[src/rtl/carrier_oscillator_phase_map.vh]
// Register map, field positions and reset values of the fine-modulation oscillator bank.
// Included by the bank and by the phase datapath; definitions only.
`ifndef CARRIER_OSCILLATOR_PHASE_MAP_VH
`define CARRIER_OSCILLATOR_PHASE_MAP_VH

`define ADDR_APPLY_CTRL 12'h113
`define ADDR_TUNING_BYTE0 12'h114
`define ADDR_TUNING_BYTE1 12'h115
`define ADDR_TUNING_BYTE2 12'h116
`define ADDR_TUNING_BYTE3 12'h117
`define ADDR_TUNING_BYTE4 12'h118
`define ADDR_TUNING_BYTE5 12'h119
`define ADDR_PHASE_SHIFT_LOW 12'h11a
`define ADDR_PHASE_SHIFT_HIGH 12'h11b
`define ADDR_SKEW_LOW 12'h11c
`define ADDR_SKEW_HIGH 12'h11d

`define APPLY_REQ_BIT 0
`define APPLY_DONE_BIT 1
`define SKEW_HIGH_MSB 4

`define RST_TUNING_BYTE 8'h00
`define RST_TUNING_BYTE5 8'h10
`define RST_PHASE_BYTE 8'h00
`define RST_SKEW_BYTE 8'h00
`define RST_APPLY_CTRL 8'h00

`define TUNING_WIDTH 48
`define PHASE_SHIFT_WIDTH 16
`define SKEW_WIDTH 13

`endif

[src/rtl/carrier_oscillator_phase_regs.v]
// Register bank of the fine-modulation oscillator: tuning word, carrier phase
// shift and I/Q quadrature skew, with staged update of tuning word and phase shift on request.
// Assumes a byte-wide register port (address, write strobe, read strobe) on clk_sys_i.
`timescale 1ns/1ps
`include "carrier_oscillator_phase_map.vh"

module carrier_oscillator_phase_regs #(
    parameter TUNING_WIDTH = 48,
    parameter SHIFT_WIDTH = 16,
    parameter SKEW_WIDTH = 13
) (
    // Clock, reset, enable
    input wire clk_sys_i,
    input wire nrst_i,
    input wire ce_i,
    // Register port
    input wire [11:0] reg_addr_i,
    input wire reg_wr_i,
    input wire reg_rd_i,
    input wire [7:0] reg_wdata_i,
    output reg [7:0] reg_rdata_o,
    // Datapath control
    input wire fine_mod_en_i,
    // Active oscillator state
    output reg [TUNING_WIDTH-1:0] active_tuning_word_o,
    output reg [SHIFT_WIDTH-1:0] active_phase_shift_o,
    output reg [SKEW_WIDTH-1:0] quadrature_skew_o,
    output reg tuning_apply_done_o,
    // Carrier phase
    output wire [TUNING_WIDTH-1:0] acc_phase_o,
    output wire [SHIFT_WIDTH-1:0] carrier_phase_o
);

    ////////////////////////////////////////////////////////////////////////////
    // Reset release
    reg rst_meta_reg;
    reg rst_sync_reg;

    always @(posedge clk_sys_i or negedge nrst_i) begin
        if (!nrst_i) begin
            rst_meta_reg <= 1'b0;
            rst_sync_reg <= 1'b0;
        end else begin
            rst_meta_reg <= 1'b1;
            rst_sync_reg <= rst_meta_reg;
        end
    end

    ////////////////////////////////////////////////////////////////////////////
    // Staged registers
    reg [7:0] tuning_byte_reg [0:5];
    reg [7:0] phase_low_reg;
    reg [7:0] phase_high_reg;
    reg [7:0] skew_low_reg;
    reg [4:0] skew_high_reg;
    reg apply_req_reg;
    reg apply_done_reg;

    wire wr_en;
    wire req_rise;
    wire [TUNING_WIDTH-1:0] staged_tuning;

    assign wr_en = ce_i & reg_wr_i;
    assign req_rise = wr_en && (reg_addr_i == `ADDR_APPLY_CTRL)
                      && reg_wdata_i[`APPLY_REQ_BIT] && !apply_req_reg;

    genvar gi;
    generate
        for (gi = 0; gi < 6; gi = gi + 1) begin : g_tuning
            localparam [11:0] BYTE_ADDR = `ADDR_TUNING_BYTE0 + gi;
            always @(posedge clk_sys_i or negedge rst_sync_reg) begin
                if (!rst_sync_reg) begin
                    tuning_byte_reg[gi] <= (gi == 5) ? `RST_TUNING_BYTE5 : `RST_TUNING_BYTE;
                end else if (wr_en && (reg_addr_i == BYTE_ADDR)) begin
                    tuning_byte_reg[gi] <= reg_wdata_i;
                end
            end
            assign staged_tuning[gi*8 +: 8] = tuning_byte_reg[gi];
        end
    endgenerate

    always @(posedge clk_sys_i or negedge rst_sync_reg) begin
        if (!rst_sync_reg) begin
            phase_low_reg <= `RST_PHASE_BYTE;
            phase_high_reg <= `RST_PHASE_BYTE;
            skew_low_reg <= `RST_SKEW_BYTE;
            skew_high_reg <= 5'h00;
            apply_req_reg <= 1'b0;
        end else if (wr_en) begin
            if (reg_addr_i == `ADDR_PHASE_SHIFT_LOW) begin
                phase_low_reg <= reg_wdata_i;
            end else if (reg_addr_i == `ADDR_PHASE_SHIFT_HIGH) begin
                phase_high_reg <= reg_wdata_i;
            end else if (reg_addr_i == `ADDR_SKEW_LOW) begin
                skew_low_reg <= reg_wdata_i;
            end else if (reg_addr_i == `ADDR_SKEW_HIGH) begin
                skew_high_reg <= reg_wdata_i[`SKEW_HIGH_MSB:0];
            end else if (reg_addr_i == `ADDR_APPLY_CTRL) begin
                apply_req_reg <= reg_wdata_i[`APPLY_REQ_BIT];
            end
        end
    end

    ////////////////////////////////////////////////////////////////////////////
    // Apply on rising request; done clears when software drops the request
    always @(posedge clk_sys_i or negedge rst_sync_reg) begin
        if (!rst_sync_reg) begin
            active_tuning_word_o <= {TUNING_WIDTH{1'b0}};
            active_phase_shift_o <= {SHIFT_WIDTH{1'b0}};
            apply_done_reg <= 1'b0;
            tuning_apply_done_o <= 1'b0;
        end else if (ce_i) begin
            if (req_rise) begin
                active_tuning_word_o <= staged_tuning;
                active_phase_shift_o <= {phase_high_reg, phase_low_reg};
                apply_done_reg <= 1'b1;
            end else if (wr_en && (reg_addr_i == `ADDR_APPLY_CTRL)
                         && !reg_wdata_i[`APPLY_REQ_BIT]) begin
                apply_done_reg <= 1'b0;
            end
            tuning_apply_done_o <= req_rise | (apply_done_reg &
                !(wr_en && (reg_addr_i == `ADDR_APPLY_CTRL) && !reg_wdata_i[`APPLY_REQ_BIT]));
        end
    end

    // Skew is not staged: it drives the I/Q balance one clock after the write reaches the skew registers
    always @(posedge clk_sys_i or negedge rst_sync_reg) begin
        if (!rst_sync_reg) begin
            quadrature_skew_o <= {SKEW_WIDTH{1'b0}};
        end else if (ce_i) begin
            quadrature_skew_o <= {skew_high_reg, skew_low_reg};
        end
    end

    ////////////////////////////////////////////////////////////////////////////
    // Read mux
    reg [7:0] rdata_next;

    always @* begin
        rdata_next = 8'h00;
        if (reg_addr_i == `ADDR_APPLY_CTRL) begin
            rdata_next = {6'h00, apply_done_reg, apply_req_reg};
        end else if (reg_addr_i >= `ADDR_TUNING_BYTE0 && reg_addr_i <= `ADDR_TUNING_BYTE5) begin
            rdata_next = tuning_byte_reg[reg_addr_i[2:0] - 3'h4];
        end else if (reg_addr_i == `ADDR_PHASE_SHIFT_LOW) begin
            rdata_next = phase_low_reg;
        end else if (reg_addr_i == `ADDR_PHASE_SHIFT_HIGH) begin
            rdata_next = phase_high_reg;
        end else if (reg_addr_i == `ADDR_SKEW_LOW) begin
            rdata_next = skew_low_reg;
        end else if (reg_addr_i == `ADDR_SKEW_HIGH) begin
            rdata_next = {3'h0, skew_high_reg};
        end
    end

    always @(posedge clk_sys_i or negedge rst_sync_reg) begin
        if (!rst_sync_reg) begin
            reg_rdata_o <= 8'h00;
        end else if (ce_i && reg_rd_i) begin
            reg_rdata_o <= rdata_next;
        end
    end

    ////////////////////////////////////////////////////////////////////////////
    carrier_phase_datapath #(
        .ACC_WIDTH(TUNING_WIDTH),
        .OFFSET_WIDTH(SHIFT_WIDTH)
    ) u_datapath (
        .clk_sys_i(clk_sys_i),
        .rst_n_i(rst_sync_reg),
        .ce_i(ce_i),
        .fine_mod_en_i(fine_mod_en_i),
        .tuning_word_i(active_tuning_word_o),
        .phase_shift_i(active_phase_shift_o),
        .acc_phase_o(acc_phase_o),
        .carrier_phase_o(carrier_phase_o)
    );

endmodule // carrier_oscillator_phase_regs

[src/rtl/carrier_phase_datapath.v]
// Phase accumulator and carrier phase generation for the fine-modulation oscillator.
// Assumes active tuning values arrive already applied by the register bank.
`timescale 1ns/1ps
`include "carrier_oscillator_phase_map.vh"

module carrier_phase_datapath #(
    parameter ACC_WIDTH = 48,
    parameter OFFSET_WIDTH = 16
) (
    // Clock, reset and enable
    input wire clk_sys_i,
    input wire rst_n_i,
    input wire ce_i,
    // Controls
    input wire fine_mod_en_i,
    input wire [ACC_WIDTH-1:0] tuning_word_i,
    input wire [OFFSET_WIDTH-1:0] phase_shift_i,
    // Carrier phase
    output reg [ACC_WIDTH-1:0] acc_phase_o,
    output reg [OFFSET_WIDTH-1:0] carrier_phase_o
);

    ////////////////////////////////////////////////////////////////////////////
    wire [OFFSET_WIDTH-1:0] acc_top;
    wire [OFFSET_WIDTH-1:0] offset_used;
    wire [ACC_WIDTH-1:0] acc_next;

    assign acc_next = acc_phase_o + tuning_word_i;
    assign acc_top = acc_phase_o[ACC_WIDTH-1 -: OFFSET_WIDTH];
    // Offset counts only in fine modulation; full scale of 16 bits spans +-180 deg
    assign offset_used = fine_mod_en_i ? phase_shift_i : {OFFSET_WIDTH{1'b0}};

    always @(posedge clk_sys_i or negedge rst_n_i) begin
        if (!rst_n_i) begin
            acc_phase_o <= {ACC_WIDTH{1'b0}};
            carrier_phase_o <= {OFFSET_WIDTH{1'b0}};
        end else if (ce_i) begin
            acc_phase_o <= acc_next;
            carrier_phase_o <= acc_top + offset_used;
        end
    end

endmodule // carrier_phase_datapath
[config.mk]
export PLATFORM = sky130hd
export DESIGN_NAME = carrier_oscillator_phase_regs
export DESIGN_NICKNAME = d
export VERILOG_FILES = /design/src/rtl/carrier_oscillator_phase_regs.v /design/src/rtl/carrier_phase_datapath.v
export VERILOG_INCLUDE_DIRS = /design/src /design/src/rtl
export SDC_FILE = /design/constraint.sdc
export NUM_CORES = 1
export LEC_CHECK = 0
export ABC_AREA = 1
export BUFFER_PORTS_ARGS = -buffer_cell sky130_fd_sc_hd__buf_2
export CAP_MARGIN = 0
export CORE_UTILIZATION = 50
export CTS_CLUSTER_SIZE = 12
export DETAILED_ROUTE_END_ITERATION = 16
export GPL_TIMING_DRIVEN = 1
export PLACE_DENSITY = 0.73
export SYNTH_ARGS = -nofsm -noshare
export SYNTH_HDL_FRONTEND = slang
export SYNTH_HIERARCHICAL = 1
export SYNTH_SLANG_ARGS = --single-unit
[constraint.sdc]
create_clock -name clk_sys_i -period 7.4 [get_ports clk_sys_i]
set_input_delay 0.37 -clock clk_sys_i [delete_from_list [all_inputs] [get_ports clk_sys_i]]
set_output_delay 0.37 -clock clk_sys_i [all_outputs]
set_load 0.05 [all_outputs]
==> summary.txt <==
Outcome
  – Status: complete, no violations

Drt
  – Vias/cell: 5.16
  – Vias: 13900
  – First-pass DRT Iterations: 5
  – Routed WL per cell: 16.4 um
  – Initial drt markers: 1009
  – WL final: 44000 um
  – DRC viols: 0
  – Post-route ant nets: 0

Clock network
  – Clock latency on the worst-skew pair: roughly 540 ps
  – Total CTS buffers: 26
  – Cts repair resizes: 0
  – Clock slew at reported path FFs: 60 ps
  – Clock Tree Root: clkbuf_16
  – CTS tree: done
  – Maximum clock path buffer count: 3
  – Sink Count: approximately 230
  – H-tree lvl count: 1

Critical path
  – Critical path class: flip-flop to flip-flop
  – Slowest cell on the critical path: fa_1
  – CP Max Fanout: 4
  – CP required: 7870 ps
  – Most used cell along the critical path: nand2_1
  – Arr. time, crit path: 2890 ps
  – Reg-to-reg slack, setup: around 5000 ps
  – Crit start category: flip-flop
  – Critical path capture point type: flip-flop
  – Crit path cell chain: ha_1 > fa_1 > nand3_1 > nand3_1 > nand2_1 > nand2_2 > nand2_1 > nand3_2 > nand2_1 > nand2_1 > nand2_1 > nand3_1 > nand2_1
  – Critical path buffer and inverter count: 0
  – CP top delay family: simple AND/OR/NAND/NOR gates
  – Critical Path Max Stage Delay: 430 ps

Floorplan
  – Row count: 62
  – Num ports: about 180
  – Die Height: 174 um
  – Full die area: 0.0301 sq mm
  – Core area: 0.0289 sq mm
  – Die Width: between 150 and 200 um
  – Initial Util: 0.510

STA
  – Final setup fails: 0
  – Clock Skew: ~7.7 ps
  – Max Freq: 0.414 GHz
  – Final setup TNS: 0 ps
  – Fin. Hold Viols: 0
  – RSZ-0062 raised after global routing: false
  – Min cycle time layout: 2420 ps
  – Pins Over Slew Limit: 0
  – WHS: between 100 and 150 ps
  – Final setup margin: 4980 ps
  – Slew @ Worst Pin: 1180 ps
  – Slew margin rel.: 0.210
  – Post-route clock period utilization: 0.327

Placement
  – HPWL after DPL: 34000 um
  – Pre-CTS setup slack: 4630 ps
  – Gpl congestion: about 1
  – Port Buffer Count: 175
  – Area post-placement: 0.0159 sq mm

Power
  – Internal: approximately 2100 uW
  – Sw Ratio: 0.258
  – Clk pwr share: 0.452
  – Leakage: 0.00939 uW
  – Power share of the combinational group: 0.087
  – Max VDD drop: 0.000122 V
  – Seq pwr share: 0.461
  – Pwr Density: 170 mW/mm^2
  – Sw Pwr: ~730 uW

Global routing
  – Vias in the first global route: 13100
  – Pin count of the biggest net entering global routing: 162
  – Gr usage total: 0.294
  – Antenna violations before repair: 1
  – First-pass GRT wire length: 69800 um
  – Grt total ovfl: 0

Cells and area
  – Layout Utilization: 0.579
  – Final instance area: 0.0167 sq mm
  – Synth-to-layout area growth: 13.4%
  – Share of post-route cells with drive strength above 1: 0.149
  – Fillers: 2801
  – Final nets: 2380
  – Most common cell after layout, fill and taps aside: nand2_1
  – Most frequent cells in the layout: nand2_1 (844), inv_1 (326), dfrtp_1 (229)

Yosys
  – Syn Inst Count: 2131
  – Syn avg cell area: 6.91 sq um
  – Syn nets: approximately 2200
  – #FFs+latches synth: approximately 230
  – Syn. warnings: 6
  – Synth top area share: 0.391
  – Post-synth EDFFs: 0
  – Asr flop ratio synth: 1.00
  – Sequential area share after synthesis: 0.393
  – Post-Syn Area: 0.0147 sq mm
  – Top FF cell, synth: dfrtp_1
  – Netlist cell types: 44
  – Yosys top cell by area: dfrtp_1
  – Ranking of synthesized cells by area: dfrtp_1 (39%), nand2_1 (22%), inv_1 (8.3%)

Worst hold path
  – HP Class: primary input to asynchronous set/reset pin

Run
  – Max cap viols: 0
[final timing paths]
kind / start / to / cells past startpoint
max: u_datapath/acc_phase_o[0]$_DFFE_PN0P_ / u_datapath/acc_phase_o[40]$_DFFE_PN0P_ / 13
min: nrst_i / rst_sync_reg$_DFF_PN0_ / 2
max reg2reg: u_datapath/acc_phase_o[0]$_DFFE_PN0P_ / u_datapath/acc_phase_o[40]$_DFFE_PN0P_ / 13
min reg2reg: rst_meta_reg$_DFF_PN0_ / rst_sync_reg$_DFF_PN0_ / 0
max in group asynchronous: rst_sync_reg$_DFF_PN0_ / u_datapath/carrier_phase_o[6]$_DFFE_PN0P_ / 1
min in group clk_sys_i: reg_rd_i / reg_rdata_o[5]$_DFFE_PN0P_ / 4
[power groups by stage]
stage	Combinational, uW	Clock (uW)	Sequential [uW]
after floorplan	105	0	1400
after global placement	243	0	1330
after detailed placement	246	0	1330
after CTS	248	1300	1310
after global routing	267	1350	1310
final	247	1280	1310
[per-stage QoR]
stage,power (uW),std cells
after floorplan,1510,2131
after global placement,1570,2645
after detailed placement,1580,2645
after CTS,2850,2691
after global routing,2920,2691
final,2830,2692
[kinds of logic after synthesis]
kind of cell,share of synthesized area
simple gates,0.336
xor+xnor,0.0166
compound gates,0.0903
fa+ha+maj,0.0554
other cells,0.000255
flops,0.393
buf+inv,0.109
[timing repair]
action	4_1_cts	5_1_grt
hold buffers	1	0
endpoints found under the hold margin	2	0
setup buffers	0	0
[synthesized netlist by cell type (2+ instances only)]
library cell and number:
nand2_1 844, inv_1 326, dfrtp_1 230, o21ai_1 99, nand3_1 91, nor2_1 87
o21ai_0 72, ha_1 62, a21oi_1 54, nand2_2 28, nor2_2 28, xnor2_1 23
nand4_1 22, inv_2 21, buf_2 19, clkbuf_1 18, nor2_4 17, nand3_2 12
buf_6 9, nand3b_1 7, nor3_1 7, o21ai_2 7, a31oi_1 5, o211ai_1 5
xor2_1 5, buf_4 3, o21bai_1 3, or2_1 3, or2_2 3, a21o_1 2
and3_1 2, fa_1 2, nand4_2 2, nor3_2 2, nor4_1 2
[area by class of cell]
| cell class | instances | area, sq um | share of cell area |
|---|---|---|---|
| multi-input cells | 1502 | 7350 | 0.440 |
| flip-flops and latches | 231 | 5790 | 0.346 |
| inverters | 349 | 1320 | 0.0787 |
| repair buffers | 180 | 928 | 0.0556 |
| clock buffers | 36 | 739 | 0.0443 |
| well taps | 384 | 480 | 0.0288 |
| clock inverters | 9 | 100 | 0.00599 |
| diodes | 1 | 2.50 | 0.000150 |
[layer usage]
layer / GRT usage / up-vias / part of all wire / wire length, um
li1: - / 6919 / - / -
met1: 0.398 / 6405 / 0.44 / 19400
met2: 0.480 / 452 / 0.46 / 20100
met3: 0.0336 / 110 / 0.060 / 2630
met4: 0.122 / 0 / 0.042 / 1840
met5: 0 / - / 0 / 0
No activity file was read; power rests on OpenSTA's default activity.
